File: src/shared/sense_pkg.sv
// Constants and carrier types for the sense data reporter
package sense_pkg;
  localparam logic [7:0] OPC_SENSE = 8'h03;
  localparam int LUN_MSB = 7;
  localparam int LUN_LSB = 5;
  localparam int FLAG_BIT = 1;
  localparam int LINK_BIT = 0;
  localparam logic [7:0] STD_LEN = 8'h04;
  localparam logic [7:0] EXT_MAX_LEN = 8'h08;
  localparam logic [2:0] EXT_CLASS = 3'h7;
  localparam logic [3:0] EXT_FORMAT = 4'h0;
  localparam logic [7:0] ST_GOOD = 8'h00;
  localparam logic [7:0] ST_CHECK = 8'h02;
  localparam logic [7:0] ST_LINKED_GOOD = 8'h10;
  localparam logic [2:0] CLS_DRIVE = 3'h0;
  localparam logic [2:0] CLS_TARGET = 3'h1;
  localparam logic [2:0] CLS_SYSTEM = 3'h2;
  localparam logic [2:0] CLS_VENDOR = 3'h3;
  localparam logic [3:0] CD_NO_SENSE = 4'h0;
  localparam logic [3:0] CD_NO_INDEX = 4'h1;
  localparam logic [3:0] CD_NO_SEEK_DONE = 4'h2;
  localparam logic [3:0] CD_WRITE_FAULT = 4'h3;
  localparam logic [3:0] CD_NOT_READY = 4'h4;
  localparam logic [3:0] CD_NOT_SELECTED = 4'h5;
  localparam logic [3:0] CD_NO_TRACK0 = 4'h6;
  localparam logic [3:0] CD_MULTI_SEL = 4'h7;
  localparam logic [3:0] CD_NO_MEDIA = 4'h9;
  localparam logic [3:0] CD_ID_READ = 4'h0;
  localparam logic [3:0] CD_UNCORRECTABLE = 4'h1;
  localparam logic [3:0] CD_ID_MARK = 4'h2;
  localparam logic [3:0] CD_DATA_MARK = 4'h3;
  localparam logic [3:0] CD_BLOCK_MISSING = 4'h4;
  localparam logic [3:0] CD_SEEK = 4'h5;
  localparam logic [3:0] CD_DMA_TIMEOUT = 4'h6;
  localparam logic [3:0] CD_WRITE_PROT = 4'h7;
  localparam int RETRY_LIMIT = 16;

  typedef struct packed {
    logic [7:0] ctrl;
    logic [7:0] alloc;
    logic [7:0] rsv3;
    logic [7:0] rsv2;
    logic [7:0] lun_byte;
    logic [7:0] opcode;
  } cdb_t;

  typedef struct packed {
    logic addr_valid;
    logic [2:0] error_class;
    logic [3:0] error_code;
    logic [3:0] sense_key;
    logic [31:0] lba;
  } sense_t;

  typedef enum logic [1:0] {
    S_IDLE = 2'b00,
    S_DISC = 2'b01,
    S_DATA = 2'b10,
    S_STAT = 2'b11
  } state_t;
endpackage

File: src/hw/sense_store.sv
// Held sense information, kept until an access command clears it
`timescale 1ns/1ps
`default_nettype none
module sense_store (
  input wire logic i_clk_sys,
  input wire logic i_rst_n,
  input wire logic i_set,
  input wire sense_pkg::sense_t i_sense,
  input wire logic i_clear,
  output sense_pkg::sense_t o_sense
);
  import sense_pkg::*;
  sense_t held;
  sense_t next_held;

  // cleared only by access commands; a new error wins over the clear
  always_comb begin
    next_held = held;
    if (i_set) begin
      next_held = i_sense;
    end else if (i_clear) begin
      next_held = '0;
    end
  end

  always_ff @(posedge i_clk_sys or negedge i_rst_n) begin
    if (!i_rst_n) begin
      held <= '0;
    end else begin
      held <= next_held;
    end
  end

  assign o_sense = held;
endmodule
`default_nettype wire

File: src/hw/sense_reporter.sv
// Sense request command interpreter: decodes the command block and returns sense data
`timescale 1ns/1ps
`default_nettype none
// How it works
// - Operation code 03 in byte 0 marks a sense request.
// - Byte 1 top three bits give the unit; low bits are zero.
// - Byte 4 is the allocated count and picks the format.
// - Count four or less sends exactly four standard-format bytes.
// - Larger count sends extended data, capped by request and maximum length.
// - Flag matters only with link; both set raise an interrupt request.
// - Link set chains to next command after success; status always returned.
// - Disconnect only when unit busy elsewhere and disconnect is supported.
// - Held sense survives until an access command clears it.
// - Standard byte 0 bit 7 set only when address is valid.
// - Standard byte 0 bits 6..4 hold error class 0 to 3.
// - Standard byte 0 bits 3..0 hold the error code.
// - Standard byte 1 top bits zero; 21-bit address follows, high first.
// - Drive class codes from no error through media not loaded.
// - Target class codes for identifier, mark, seek and uncorrectable faults.
// - Code 14 reports a bad block sequence or missing block.
// - Code 16 reports a suspended DMA service needing retries.
// - Write protection aborts the outstanding write and reports code 17.
// - Extended byte 0 bit 7 validates bytes 3..6; byte 2 holds key.
module sense_reporter (
  input wire logic i_clk_sys,
  input wire logic i_nrst,
  input wire logic i_cmd_valid,
  input wire sense_pkg::cdb_t i_cmd,
  input wire logic i_lun_busy_other,
  input wire logic i_disc_supported,
  input wire logic i_access_cmd,
  input wire logic i_err_valid,
  input wire sense_pkg::sense_t i_err,
  input wire logic i_write_active,
  input wire logic i_din_ack,
  output logic o_busy,
  output logic o_disconnect,
  output logic o_din_valid,
  output logic [7:0] o_din_byte,
  output logic o_status_valid,
  output logic [7:0] o_status,
  output logic o_link_next,
  output logic o_intr_req,
  output logic [2:0] o_lun,
  output logic o_abort_write
);
  import sense_pkg::*;

  logic rst_meta;
  logic rst_n;
  always_ff @(posedge i_clk_sys or negedge i_nrst) begin
    if (!i_nrst) begin
      rst_meta <= 1'b0;
      rst_n <= 1'b0;
    end else begin
      rst_meta <= 1'b1;
      rst_n <= rst_meta;
    end
  end

  sense_t held;
  logic wp_hit;
  // write protection during a write aborts it
  assign wp_hit = i_err_valid && i_err.error_class == CLS_TARGET
                  && i_err.error_code == CD_WRITE_PROT;

  sense_store u_store (
    .i_clk_sys(i_clk_sys),
    .i_rst_n(rst_n),
    .i_set(i_err_valid),
    .i_sense(i_err),
    .i_clear(i_access_cmd),
    .o_sense(held)
  );

  state_t state;
  state_t next_state;
  logic [7:0] count;
  logic [7:0] next_count;
  logic [7:0] idx;
  logic [7:0] next_idx;
  logic ext;
  logic next_ext;
  logic link;
  logic next_link;
  logic flag;
  logic next_flag;
  logic good;
  logic next_good;
  logic [2:0] lun;
  logic [2:0] next_lun;
  logic busy;
  logic next_busy;
  logic disc;
  logic next_disc;
  logic din_valid;
  logic next_din_valid;
  logic [7:0] din_byte;
  logic [7:0] next_din_byte;
  logic stat_valid;
  logic next_stat_valid;
  logic [7:0] stat;
  logic [7:0] next_stat;
  logic link_next;
  logic next_link_next;
  logic intr;
  logic next_intr;
  logic abort_wr;
  logic next_abort_wr;
  logic cmd_ok;
  logic [7:0] req_len;
  logic [7:0] sel_byte;
  logic [7:0] sel_idx;
  logic sel_ext;

  always_comb begin
    cmd_ok = 1'b0;
    if (i_cmd.opcode == OPC_SENSE) begin
      cmd_ok = 1'b1;
    end
    // low bits of unit byte must be zero
    if (i_cmd.lun_byte[LUN_LSB-1:0] != 5'h00) begin
      cmd_ok = 1'b0;
    end
    if (i_cmd.rsv2 != 8'h00 || i_cmd.rsv3 != 8'h00) begin
      cmd_ok = 1'b0;
    end
    // four or fewer gives four standard bytes
    // extended length limited by request and maximum
    if (i_cmd.alloc <= STD_LEN) begin
      req_len = STD_LEN;
    end else if (i_cmd.alloc > EXT_MAX_LEN) begin
      req_len = EXT_MAX_LEN;
    end else begin
      req_len = i_cmd.alloc;
    end
  end

  // Byte selection for the sense stream
  always_comb begin
    sel_byte = 8'h00;
    if (!sel_ext) begin
      case (sel_idx)
        8'h00: sel_byte = {held.addr_valid, held.error_class, held.error_code};
        // top bits zero, address high first
        8'h01: sel_byte = {3'h0, held.lba[20:16]};
        8'h02: sel_byte = held.lba[15:8];
        8'h03: sel_byte = held.lba[7:0];
        default: sel_byte = 8'h00;
      endcase
    end else begin
      case (sel_idx)
        // extended layout with address and key
        8'h00: sel_byte = {held.addr_valid, EXT_CLASS, EXT_FORMAT};
        8'h01: sel_byte = 8'h00;
        8'h02: sel_byte = {4'h0, held.sense_key};
        8'h03: sel_byte = held.lba[31:24];
        8'h04: sel_byte = held.lba[23:16];
        8'h05: sel_byte = held.lba[15:8];
        8'h06: sel_byte = held.lba[7:0];
        default: sel_byte = 8'h00;
      endcase
    end
  end

  always_comb begin
    next_state = state;
    next_count = count;
    next_idx = idx;
    next_ext = ext;
    next_link = link;
    next_flag = flag;
    next_good = good;
    next_lun = lun;
    next_busy = busy;
    next_disc = disc;
    next_din_valid = din_valid;
    next_din_byte = din_byte;
    next_stat_valid = 1'b0;
    next_stat = stat;
    next_link_next = 1'b0;
    next_intr = 1'b0;
    next_abort_wr = wp_hit && i_write_active;
    sel_idx = idx;
    sel_ext = ext;
    case (state)
      S_IDLE: begin
        if (i_cmd_valid) begin
          next_busy = 1'b1;
          next_lun = i_cmd.lun_byte[LUN_MSB:LUN_LSB];
          next_link = i_cmd.ctrl[LINK_BIT];
          next_flag = i_cmd.ctrl[FLAG_BIT];
          next_good = cmd_ok;
          next_count = req_len;
          next_ext = i_cmd.alloc > STD_LEN;
          next_idx = 8'h00;
          if (!cmd_ok) begin
            next_state = S_STAT;
          end else if (i_lun_busy_other && i_disc_supported) begin
            next_disc = 1'b1;
            next_state = S_DISC;
          end else begin
            next_state = S_DATA;
            next_din_valid = 1'b1;
            sel_ext = i_cmd.alloc > STD_LEN;
            sel_idx = 8'h00;
            next_din_byte = sel_byte;
          end
        end
      end
      S_DISC: begin
        if (!i_lun_busy_other) begin
          next_disc = 1'b0;
          next_state = S_DATA;
          next_din_valid = 1'b1;
          sel_idx = 8'h00;
          next_din_byte = sel_byte;
        end
      end
      S_DATA: begin
        if (din_valid && i_din_ack) begin
          sel_idx = idx + 8'h01;
          next_idx = idx + 8'h01;
          if (idx + 8'h01 >= count) begin
            next_din_valid = 1'b0;
            next_state = S_STAT;
          end else begin
            next_din_byte = sel_byte;
          end
        end
      end
      S_STAT: begin
        // status every command; link follows only success
        next_stat_valid = 1'b1;
        next_busy = 1'b0;
        next_state = S_IDLE;
        if (!good) begin
          next_stat = ST_CHECK;
        end else if (link) begin
          next_stat = ST_LINKED_GOOD;
          next_link_next = 1'b1;
          next_intr = flag;
        end else begin
          next_stat = ST_GOOD;
        end
      end
      default: begin
        next_state = S_IDLE;
      end
    endcase
  end

  always_ff @(posedge i_clk_sys or negedge rst_n) begin
    if (!rst_n) begin
      state <= S_IDLE;
      count <= 8'h00;
      idx <= 8'h00;
      ext <= 1'b0;
      link <= 1'b0;
      flag <= 1'b0;
      good <= 1'b0;
      lun <= 3'h0;
      busy <= 1'b0;
      disc <= 1'b0;
      din_valid <= 1'b0;
      din_byte <= 8'h00;
      stat_valid <= 1'b0;
      stat <= 8'h00;
      link_next <= 1'b0;
      intr <= 1'b0;
      abort_wr <= 1'b0;
    end else begin
      state <= next_state;
      count <= next_count;
      idx <= next_idx;
      ext <= next_ext;
      link <= next_link;
      flag <= next_flag;
      good <= next_good;
      lun <= next_lun;
      busy <= next_busy;
      disc <= next_disc;
      din_valid <= next_din_valid;
      din_byte <= next_din_byte;
      stat_valid <= next_stat_valid;
      stat <= next_stat;
      link_next <= next_link_next;
      intr <= next_intr;
      abort_wr <= next_abort_wr;
    end
  end

  assign o_busy = busy;
  assign o_disconnect = disc;
  assign o_din_valid = din_valid;
  assign o_din_byte = din_byte;
  assign o_status_valid = stat_valid;
  assign o_status = stat;
  assign o_link_next = link_next;
  assign o_intr_req = intr;
  assign o_lun = lun;
  assign o_abort_write = abort_wr;
endmodule
`default_nettype wire

File: config.mk
export PLATFORM = sky130hd
export DESIGN_NAME = sense_reporter
export DESIGN_NICKNAME = d
export VERILOG_FILES = /design/src/shared/sense_pkg.sv /design/src/hw/sense_store.sv /design/src/hw/sense_reporter.sv
export SDC_FILE = /design/constraint.sdc
export NUM_CORES = 1
export LEC_CHECK = 0
export BUFFER_PORTS_ARGS = -buffer_cell sky130_fd_sc_hd__clkbuf_2
export CORE_MARGIN = 1.5
export CORE_UTILIZATION = 58
export CTS_BUF_LIST = sky130_fd_sc_hd__clkbuf_16
export CTS_CLUSTER_SIZE = 30
export DETAILED_ROUTE_END_ITERATION = 10
export PLACE_DENSITY = 0.86
export SLEW_MARGIN = 20
export SYNTH_ARGS = -nofsm -noshare
export SYNTH_HDL_FRONTEND = slang
export SYNTH_SLANG_ARGS = --single-unit
File: constraint.sdc
create_clock -name i_clk_sys -period 6.98 [get_ports i_clk_sys]
set_input_delay 0.349 -clock i_clk_sys [delete_from_list [all_inputs] [get_ports i_clk_sys]]
set_output_delay 0.349 -clock i_clk_sys [all_outputs]
set_load 0.02 [all_outputs]
==> flow_metrics.env, run 1 <==
export IMPL_finalHoldViolCount=0
export IMPL_cts_tree="built"
export IMPL_die_h_um=96.2
export IMPL_drtIter0Drc=327
export IMPL_async_flop_share_pct=100
export IMPL_endpoint="o_din_byte[5]$_DFFE_PN0P_"
export IMPL_crit_top_cell="ha_1"
export IMPL_drv_slew=0
export IMPL_synth_xor_area_share_pct=1.56
export IMPL_post_route_util_pct=71.5
export IMPL_netlist_instances=545
export IMPL_end_kind="flop"
export IMPL_drc=0
export IMPL_rsz0062_at_grt="no"
export IMPL_syn_area_um2=5040
export IMPL_r2r_setup_slack_ns=2.76
export IMPL_synth_common_cells="90 x nand2_1, 88 x dfrtp_1, 61 x o21ai_0"
export IMPL_place_area_um2=5580
export IMPL_grt_pass1_wl_um=20700
export IMPL_start_util_pct=60.7
export IMPL_synth_area_top_cells="dfrtp_1 44%, nand2_1 6.7%, o21ai_0 6.1%"
export IMPL_yosysMostFrequentCell="nand2_1"
export IMPL_cts_buffers=9
export IMPL_cellLeakagePower_nw=2.76
export IMPL_max_vdd_ir_drop_mv=0.167
export IMPL_dr_pass1_iters=5
export IMPL_ant_nets=0
export IMPL_grt_pass1_vias=4259
export IMPL_num_rows=33
export IMPL_synth_edf_count=0
export IMPL_clk_path_buf_depth=2
export IMPL_clk_latency_ns=0.34
export IMPL_finalCritPeriodShare_pct=60.5
export IMPL_place_gp_congestion=0.920
export IMPL_synth_compound_area_share_pct=20.0
export IMPL_yosys_mux_area_fraction_pct=4.30
export IMPL_r2r_start="idx[0]$_DFFE_PN0P_"
export IMPL_finClkSkew_ns=0.00790
export IMPL_pin_count=127
export IMPL_finalSetupViolCount=0
export IMPL_yosysSeqAreaShare_pct=43.7
export IMPL_clk_pin_slew_ns=0.06
export IMPL_syn_avg_cell_area_um2=9.24
export IMPL_die_x_um=96.2
export IMPL_cp_required_ns=7.25
export IMPL_core_area_um2=8300
export IMPL_syn2layout_area_growth_pct=17.8
export IMPL_finalPower_mw=1.94
export IMPL_tightest_slew_ns=1.17
export IMPL_period_needed_ns=4.22
export IMPL_diodes=0
export IMPL_cap_violations=0
export IMPL_htreeDepth=3
export IMPL_start_kind="flop"
export IMPL_path_buf_inv=0
export IMPL_finalNetCount=753
export IMPL_vias=4480
export IMPL_root_buffer="clkbuf_16"
export IMPL_finalSetupTns_ns=0
export IMPL_r2r_end="o_din_byte[5]$_DFFE_PN0P_"
export IMPL_synthDistinctLibCells=66
export IMPL_die_area_um2=9250
export IMPL_synth_main_ff_cell="dfrtp_1"
export IMPL_synth_seq_cells=88
export IMPL_powerDensity_nw_per_um2=327
export IMPL_cp_arrival_ns=4.49
export IMPL_critPathKind="flop to flop"
export IMPL_synthAdderAreaFrac_pct=3.23
export IMPL_viasPerCell=5.98
export IMPL_status="finished clean"
export IMPL_yosysTopAreaCell="dfrtp_1"
export IMPL_critPathMaxStageDelay_ns=0.88
export IMPL_finalWirelength_um=12900
export IMPL_relSlewSlack_pct=21.6
export IMPL_fin_area_um2=5930
export IMPL_synth_top_cell_area_share_pct=43.7
export IMPL_yosys_area_share_simple_pct=21.8
export IMPL_worst_path_stages=10
export IMPL_wl_per_cell_um=17.2
export IMPL_antenna_found_initial=0
export IMPL_cts_sinks=88
export IMPL_hold_class="input pin to flop"
export IMPL_crit_chain="ha_1 -> nand3_1 -> nor2_1 -> xor2_1 -> ha_1 -> o21a_1 -> or3_1 -> a31oi_1 -> nor4b_4 -> a221o_1"
export IMPL_synth_top_family_by_area="simple AND/OR/NAND/NOR gates"
export IMPL_min_path_cells=3
export IMPL_grt_max_degree=87
export IMPL_io_buffers=114
export IMPL_gr_usage_all_layers_pct=29.2
export IMPL_worst_r2r_path_depth=10
export IMPL_cp_top_family="simple AND/OR/NAND/NOR gates"
export IMPL_drive_gt1_share_pct=24.4
export IMPL_grt_overflow=0
export IMPL_timing_fmax_mhz=237
export IMPL_crit_fanout=11
export IMPL_cp_slowest_cell="a31oi_1"
export IMPL_hpwlAfterDp_um=8660
export IMPL_synth_warnings=0
export IMPL_startpoint="idx[0]$_DFFE_PN0P_"
==> power breakdown <==
group | switching (mW) | internal [mW]
Sequential | 0.0667 | 0.588
Clock | 0.205 | 0.314
Combinational | 0.476 | 0.290
Total | 0.747 | 1.19
==> cells by family after synthesis <==
logic type,after synthesis
xor+xnor,9
fa+ha+maj,13
other cells,2
simple gates,210
compound gates,146
buf+inv,57
flops,88
mux,20
==> layout make-up <==
type                    count  area (µm²)
multi-input cells         405        2590
fillers                   609        2370
flip-flops and latches     88        2210
repair buffers            118         623
clock buffers               9         225
well taps                 105         131
clock inverters             7        93.8
inverters                  17        63.8
==> worst min-delay path by stage <==
stage               from                    to  slack (ns)
3_5_place_dp      i_nrst    rst_meta$_DFF_PN0_        0.14
6_report       i_cmd[15]  o_lun[2]$_DFFE_PN0P_        0.20
5_1_grt        i_cmd[15]  o_lun[2]$_DFFE_PN0P_        0.21
2_1_floorplan     i_nrst    rst_meta$_DFF_PN0_        0.05
3_3_place_gp      i_nrst    rst_meta$_DFF_PN0_        0.14
4_1_cts        i_cmd[15]  o_lun[2]$_DFFE_PN0P_        0.20
==> state kept, by name (all words and copies together) (netlist names), 2 cells and up <==
name,flops
o_lun,3
o_din_byte,8
u_store.o_sense,44
o_status,2
count,8
state,2
idx,8
==> worst reg2reg max path: cells and delay by family (launching register included) <==
kind                     cells  cell delay, ns
adder cells (fa/ha/maj)      2            0.60
AND/OR/NAND/NOR              4            1.46
AO/OA/AOI/OAI                3            1.36
flip-flops                   1            0.56
XOR/XNOR                     1            0.18
==> metrics by stage <==
step	hold WS (ns)	setup WS (ns)	std cells
after floorplan	0.0534	3.94	550
after global placement	0.135	3.21	731
after detailed placement	0.138	3.03	731
after CTS	0.200	2.93	748
after global routing	0.208	2.67	749
final	0.200	2.76	749
==> timing repair <==
item	CTS	global route
buffers inserted	0	0
hold endpoints to repair	2	0
hold buffers	1	0
gates resized for setup	0	0
==> cells in the final DEF (no fill, tap or decap), drive strengths merged, types with 3 or more instances in the layout <==
cell type	Yosys	final
a211oi	3	3
a21boi	3	3
a21o	3	3
a21oi	11	11
a221o	8	8
a22o	9	9
a22oi	5	5
a31oi	6	6
a32oi	4	4
and2	5	5
and2b	4	4
and3	3	3
buf	16	3
clkbuf	24	123
clkinv	0	3
conb	2	7
dfrtp	88	88
ha	13	13
inv	17	18
mux2	10	10
mux2i	10	10
nand2	90	90
nand2b	39	39
nand3	8	8
nand4	3	3
nor2	22	22
nor2b	8	8
nor3	10	10
nor4	7	7
o21a	3	3
o21ai	62	62
o221ai	6	6
o22ai	6	6
o2bb2ai	3	3
o31ai	6	6
xnor2	7	7
==> routing by layer <==
layer / track usage, % / share of wire [%] / vias up
li1: - / - / 2108
met5: 0 / 0 / -
met1: 39.5 / 42 / 2139
met4: 9.80 / 1.8 / 0
met2: 48.4 / 50 / 208
met3: 3.87 / 6.3 / 25
No activity file was read; power rests on OpenSTA's default activity.
==> run 2: changes to the inputs <==
- CORE_UTILIZATION: 58 -> 54
- PLACE_DENSITY: 0.86 -> 0.81
- clock period: 6.98 -> 4 ns (I/O delays scaled with it)
==> flow_metrics.env, run 2 (synthesis results as in run 1) <==
export IMPL_place_gp_congestion=0.938
export IMPL_io_buffers=114
export IMPL_ant_nets=0
export IMPL_finClkSkew_ns=0.00688
export IMPL_start_util_pct=55.0
export IMPL_antenna_found_initial=0
export IMPL_drc=0
export IMPL_clk_latency_ns=0.34
export IMPL_p_int_mw=1.97
export IMPL_finalHoldViolCount=0
export IMPL_htreeDepth=3
export IMPL_relSlewSlack_pct=36.7
export IMPL_cp_required_ns=4.27
export IMPL_cts_tree="built"
export IMPL_cellLeakagePower_nw=2.75
export IMPL_syn2layout_area_growth_pct=17.4
export IMPL_grt_pass1_vias=4268
export IMPL_clockPowerShare_pct=24.8
export IMPL_hpwlAfterDp_um=8690
export IMPL_p_switching_mw=1.27
export IMPL_diodes=0
export IMPL_cp_arrival_ns=3.85
export IMPL_largest_reg_flops=44
export IMPL_gr_usage_all_layers_pct=25.6
export IMPL_p_sw_share_pct=39.2
export IMPL_max_vdd_ir_drop_mv=0.331
export IMPL_final_cell_mix="114 x clkbuf_2, 90 x nand2_1, 87 x dfrtp_1, 60 x o21ai_0, 39 x nand2b_1"
export IMPL_critPathKind="flop to flop"
export IMPL_powerDensity_nw_per_um2=548
export IMPL_rsz0062_at_grt="no"
export IMPL_finalSetupTns_ns=0
export IMPL_num_rows=35
export IMPL_clk_path_buf_depth=2
export IMPL_drive_gt1_share_pct=24.7
export IMPL_viasPerCell=5.82
export IMPL_die_h_um=99.6
export IMPL_status="finished clean"
export IMPL_hold_class="input pin to flop"
export IMPL_wl_per_cell_um=16.0
export IMPL_dr_pass1_iters=5
export IMPL_core_area_um2=9150
export IMPL_start_kind="flop"
export IMPL_tightest_slew_ns=0.950
export IMPL_finalSetupViolCount=0
export IMPL_die_area_um2=9920
export IMPL_finalNetCount=754
export IMPL_drtIter0Drc=271
export IMPL_finalCritPeriodShare_pct=89.4
export IMPL_period_needed_ns=3.58
export IMPL_drv_slew=0
export IMPL_seqPwrFrac_pct=35.1
export IMPL_cts_buffers=9
export IMPL_timing_fmax_mhz=280
export IMPL_combPwrFrac_pct=40.1
export IMPL_dp_cells=738
export IMPL_grt_max_degree=87
export IMPL_finalWirelength_um=12100
export IMPL_vias=4398
export IMPL_grt_overflow=0
export IMPL_root_buffer="clkbuf_16"
export IMPL_crit_fanout=11
export IMPL_grt_pass1_wl_um=20300
export IMPL_pin_count=127
export IMPL_mostFrequentLayoutCell="clkbuf_2"
export IMPL_final_cell_count_no_fill=756
export IMPL_clk_pin_slew_ns=0.07
export IMPL_cap_violations=0
export IMPL_end_kind="flop"
export IMPL_die_x_um=99.6
export IMPL_cts_sinks=88
run 2: power groups by stage:
stage                     Clock [mW]  Sequential (mW)  Combinational, mW
after floorplan                    0             1.19              0.894
after global placement             0             1.15               1.22
after detailed placement           0             1.16               1.26
after CTS                      0.818             1.15               1.27
after global routing           0.859             1.16               1.42
final                          0.806             1.14               1.30
run 2: per-stage QoR:
stage               utilization [%]  power (mW)  setup slack (ns)  area (µm²)  hold slack (ns)
global placement               61.1        2.38             0.638        5590          -0.0146
finish                         64.6        3.24             0.425        5910           0.0579
global route                   64.6        3.44             0.177        5910           0.0632
detailed placement             61.1        2.43             0.528        5590         -0.00958
floorplan                         -        2.09             0.961        5060          -0.0956
CTS                            64.3        3.24             0.488        5890           0.0522
run 2: final timing paths:
| kind | to | startpoint | slack [ns] | cells past startpoint |
|---|---|---|---|---|
| max | o_din_byte[4]$_DFFE_PN0P_ | idx[0]$_DFFE_PN0P_ | 0.42 | 11 |
| min | o_lun[2]$_DFFE_PN0P_ | i_cmd[15] | 0.06 | 3 |
| max reg2reg | o_din_byte[4]$_DFFE_PN0P_ | idx[0]$_DFFE_PN0P_ | 0.42 | 11 |
| min reg2reg | u_store.o_sense[3]$_DFFE_PN0P_ | rst_n$_DFF_PN0_ | 0.25 | 0 |
| max in group asynchronous | idx[6]$_DFFE_PN0P_ | rst_n$_DFF_PN0_ | 3.13 | 1 |
| min in group asynchronous | rst_n$_DFF_PN0_ | i_nrst | 0.17 | 2 |
run 2: layer usage:
metal	GRT usage, %	part of all wire, %	wire (µm)
met3	5.13	6.3	764
met1	35.4	44	5280
met5	0	0	0
met4	9.43	2.3	273
met2	40.2	48	5760
run 2: cell type report:
class / count / area, µm²
multi-input cells: 405 / 2590
flip-flops and latches: 88 / 2210
clock inverters: 7 / 58.8
fillers: 741 / 3240
well taps: 111 / 139
clock buffers: 9 / 225
inverters: 17 / 63.8
repair buffers: 119 / 631
run 2: timing repair:
item                      CTS  global route
resized for setup           0             0
buffers inserted            0             0
hold endpoints to repair    2             0
hold buffers                1             0
run 2: worst max-delay path: stages, from the launching register on:
cell and delay, ns:
dfrtp_1 0.55, ha_1 0.33, nand3_1 0.25, nor2_1 0.23, xor2_1 0.20, ha_1 0.26, o21a_1 0.21, or3_1 0.32
a31oi_1 0.24, buf_4 0.22, nor4b_4 0.45, a221o_1 0.25
==> run 3: changes to the inputs <==
- CORE_UTILIZATION: 54 -> 53
- PLACE_DENSITY: 0.81 -> 0.8
- SYNTH_HIERARCHICAL: not set -> 1
==> flow_metrics.env, run 3 <==
export IMPL_status="finished clean"
export IMPL_netlist_instances=457
export IMPL_yosysMostFrequentCell="dfrtp_1"
export IMPL_antenna_found_initial=0
export IMPL_wl_per_cell_um=17.0
export IMPL_finalNetCount=675
export IMPL_viasPerCell=5.95
export IMPL_p_int_mw=2.09
export IMPL_clk_pin_slew_ns=0.07
export IMPL_seqPwrFrac_pct=34.1
export IMPL_grt_pass1_wl_um=19100
export IMPL_root_buffer="clkbuf_16"
export IMPL_finalPower_mw=3.43
export IMPL_finalSetupViolCount=0
export IMPL_finalSetupTns_ns=0
export IMPL_htreeDepth=3
export IMPL_drtIter0Drc=177
export IMPL_crit_fanout=15
export IMPL_multiInputGateArea_um2=2270
export IMPL_gr_usage_all_layers_pct=24.9
export IMPL_p_switching_mw=1.34
export IMPL_synth_area_top_cells="dfrtp_1 47%, a22o_1 8.5%, nand2_1 4.5%"
export IMPL_drv_slew=0
export IMPL_place_area_um2=5270
export IMPL_cts_buffers=9
export IMPL_syn_area_um2=4720
export IMPL_ant_nets=0
export IMPL_powerDensity_nw_per_um2=611
export IMPL_post_cts_buffers=0
export IMPL_p_sw_share_pct=39.1
export IMPL_n_fill_cell=704
export IMPL_cap_violations=0
export IMPL_r2r_setup_slack_ns=0.33
export IMPL_yosysTopAreaCell="dfrtp_1"
export IMPL_diodes=0
export IMPL_max_vdd_ir_drop_mv=0.378
export IMPL_grt_max_degree=87
export IMPL_die_h_um=97.3
export IMPL_vias=4009
export IMPL_cellLeakagePower_nw=2.73
export IMPL_drc=0
export IMPL_finalWirelength_um=11400
export IMPL_dr_pass1_iters=5
export IMPL_combPwrFrac_pct=40.7
export IMPL_synth_edf_count=0
export IMPL_finalCritPeriodShare_pct=91.8
export IMPL_timing_fmax_mhz=272
export IMPL_end_kind="flop"
export IMPL_synthDistinctLibCells=65
export IMPL_hpwlAfterDp_um=8210
export IMPL_pin_count=127
export IMPL_period_needed_ns=3.67
export IMPL_drive_gt1_share_pct=27.2
export IMPL_grt_overflow=0
export IMPL_cts_sinks=88
export IMPL_finClkSkew_ns=0.00861
export IMPL_cts_tree="built"
export IMPL_synth_top_cell_area_share_pct=46.7
export IMPL_synth_main_ff_cell="dfrtp_1"
export IMPL_critPathKind="flop to flop"
export IMPL_mostFrequentLayoutCell="clkbuf_2"
export IMPL_synth_common_cells="88 x dfrtp_1, 57 x nand2_1, 46 x a22o_1"
export IMPL_regArea_um2=2210
export IMPL_tightest_slew_ns=0.960
export IMPL_largest_reg_flops=44
export IMPL_hold_class="input pin to flop"
export IMPL_io_buffers=114
export IMPL_rsz0062_at_grt="no"
export IMPL_final_cell_mix="114 x clkbuf_2, 87 x dfrtp_1, 57 x nand2_1, 46 x a22o_1, 30 x nor2_1"
export IMPL_relSlewSlack_pct=36.0
export IMPL_start_util_pct=54.3
export IMPL_place_gp_congestion=0.880
export IMPL_cp_arrival_ns=3.91
export IMPL_syn2layout_area_growth_pct=19.0
export IMPL_synth_warnings=6
export IMPL_yosysSeqAreaShare_pct=46.7
export IMPL_die_x_um=97.3
export IMPL_clk_path_buf_depth=2
export IMPL_start_kind="flop"
export IMPL_grt_pass1_vias=4030
export IMPL_cp_required_ns=4.24
export IMPL_async_flop_share_pct=100
export IMPL_die_area_um2=9470
export IMPL_fin_area_um2=5610
export IMPL_finalHoldViolCount=0
export IMPL_synth_seq_cells=88
export IMPL_core_area_um2=8680
export IMPL_syn_avg_cell_area_um2=10.3
export IMPL_num_rows=34
export IMPL_clockPowerShare_pct=25.2
export IMPL_clk_latency_ns=0.34
export IMPL_holdWs_ns=0.0354
==> run 3: path summary, 6_finish.rpt <==
check,start,end,cells past startpoint
max,state[0]$_DFFE_PN0P_,o_din_byte[3]$_DFFE_PN0P_,9
min,i_err[42],o_abort_write$_DFF_PN0_,2
max reg2reg,state[0]$_DFFE_PN0P_,o_din_byte[3]$_DFFE_PN0P_,9
min reg2reg,rst_n$_DFF_PN0_,o_lun[2]$_DFFE_PN0P_,0
max in group asynchronous,rst_n$_DFF_PN0_,idx[7]$_DFFE_PN0P_,1
min in group asynchronous,i_nrst,rst_n$_DFF_PN0_,2
==> run 3: logic make-up after synthesis <==
family,after synthesis,synth area share (%)
adders and majority gates,13,3.45
xor gates and xnor gates,7,1.30
muxes,28,6.26
and+or+nand+nor,132,13.2
DFF,88,46.7
buffers and inverters,48,5.81
AOI/OAI and AO/OA,139,23.1
other,2,0.159
==> run 3: routing by layer <==
layer	global-route usage, %	wire (µm)
met2	42.9	5930
met1	31.7	4560
met4	9.45	260
met5	0	0
met3	3.88	688
==> run 3: metrics by stage <==
| stage | setup slack (ns) | util (%) | instances |
|---|---|---|---|
| final | 0.327 | 64.7 | 674 |
| after floorplan | 0.781 | - | 462 |
| after CTS | 0.270 | 64.3 | 673 |
| after global placement | 0.481 | 60.7 | 656 |
| after detailed placement | 0.322 | 60.7 | 656 |
| after global routing | 0.0784 | 64.7 | 674 |
==> run 3: power groups by stage <==
stage | clock network (mW) | registers [mW] | logic [mW]
5_1_grt | 0.915 | 1.19 | 1.54
6_report | 0.865 | 1.17 | 1.40
2_1_floorplan | 0 | 1.23 | 0.945
3_3_place_gp | 0 | 1.19 | 1.33
3_5_place_dp | 0 | 1.19 | 1.37
4_1_cts | 0.875 | 1.18 | 1.38
==> run 3: worst max-delay path, cell delays in order, from the launching register on <==
cell,delay (ns)
dfrtp_1,0.40
inv_1,0.08
ha_1,0.31
a221oi_1,0.73
a21boi_1,0.39
a31oi_2,0.36
and2_1,0.35
nor2b_1,0.16
a2111o_1,0.54
o221ai_1,0.25
==> run 3: timing repair <==
| item | CTS | global route |
|---|---|---|
| hold buffers | 1 | 0 |
| setup endpoints to repair | 0 | 6 |
| hold endpoints to repair | 2 | 0 |
| resized for setup | 0 | 1 |
==> run 3: area by class of cell <==
cell class,count,area share (%)
clock buffers,9,4.01
well taps,108,2.41
multi-input cells,326,40.4
inverters,15,1.00
flip-flops and latches,88,39.3
repair buffers,121,11.5
clock inverters,7,1.40
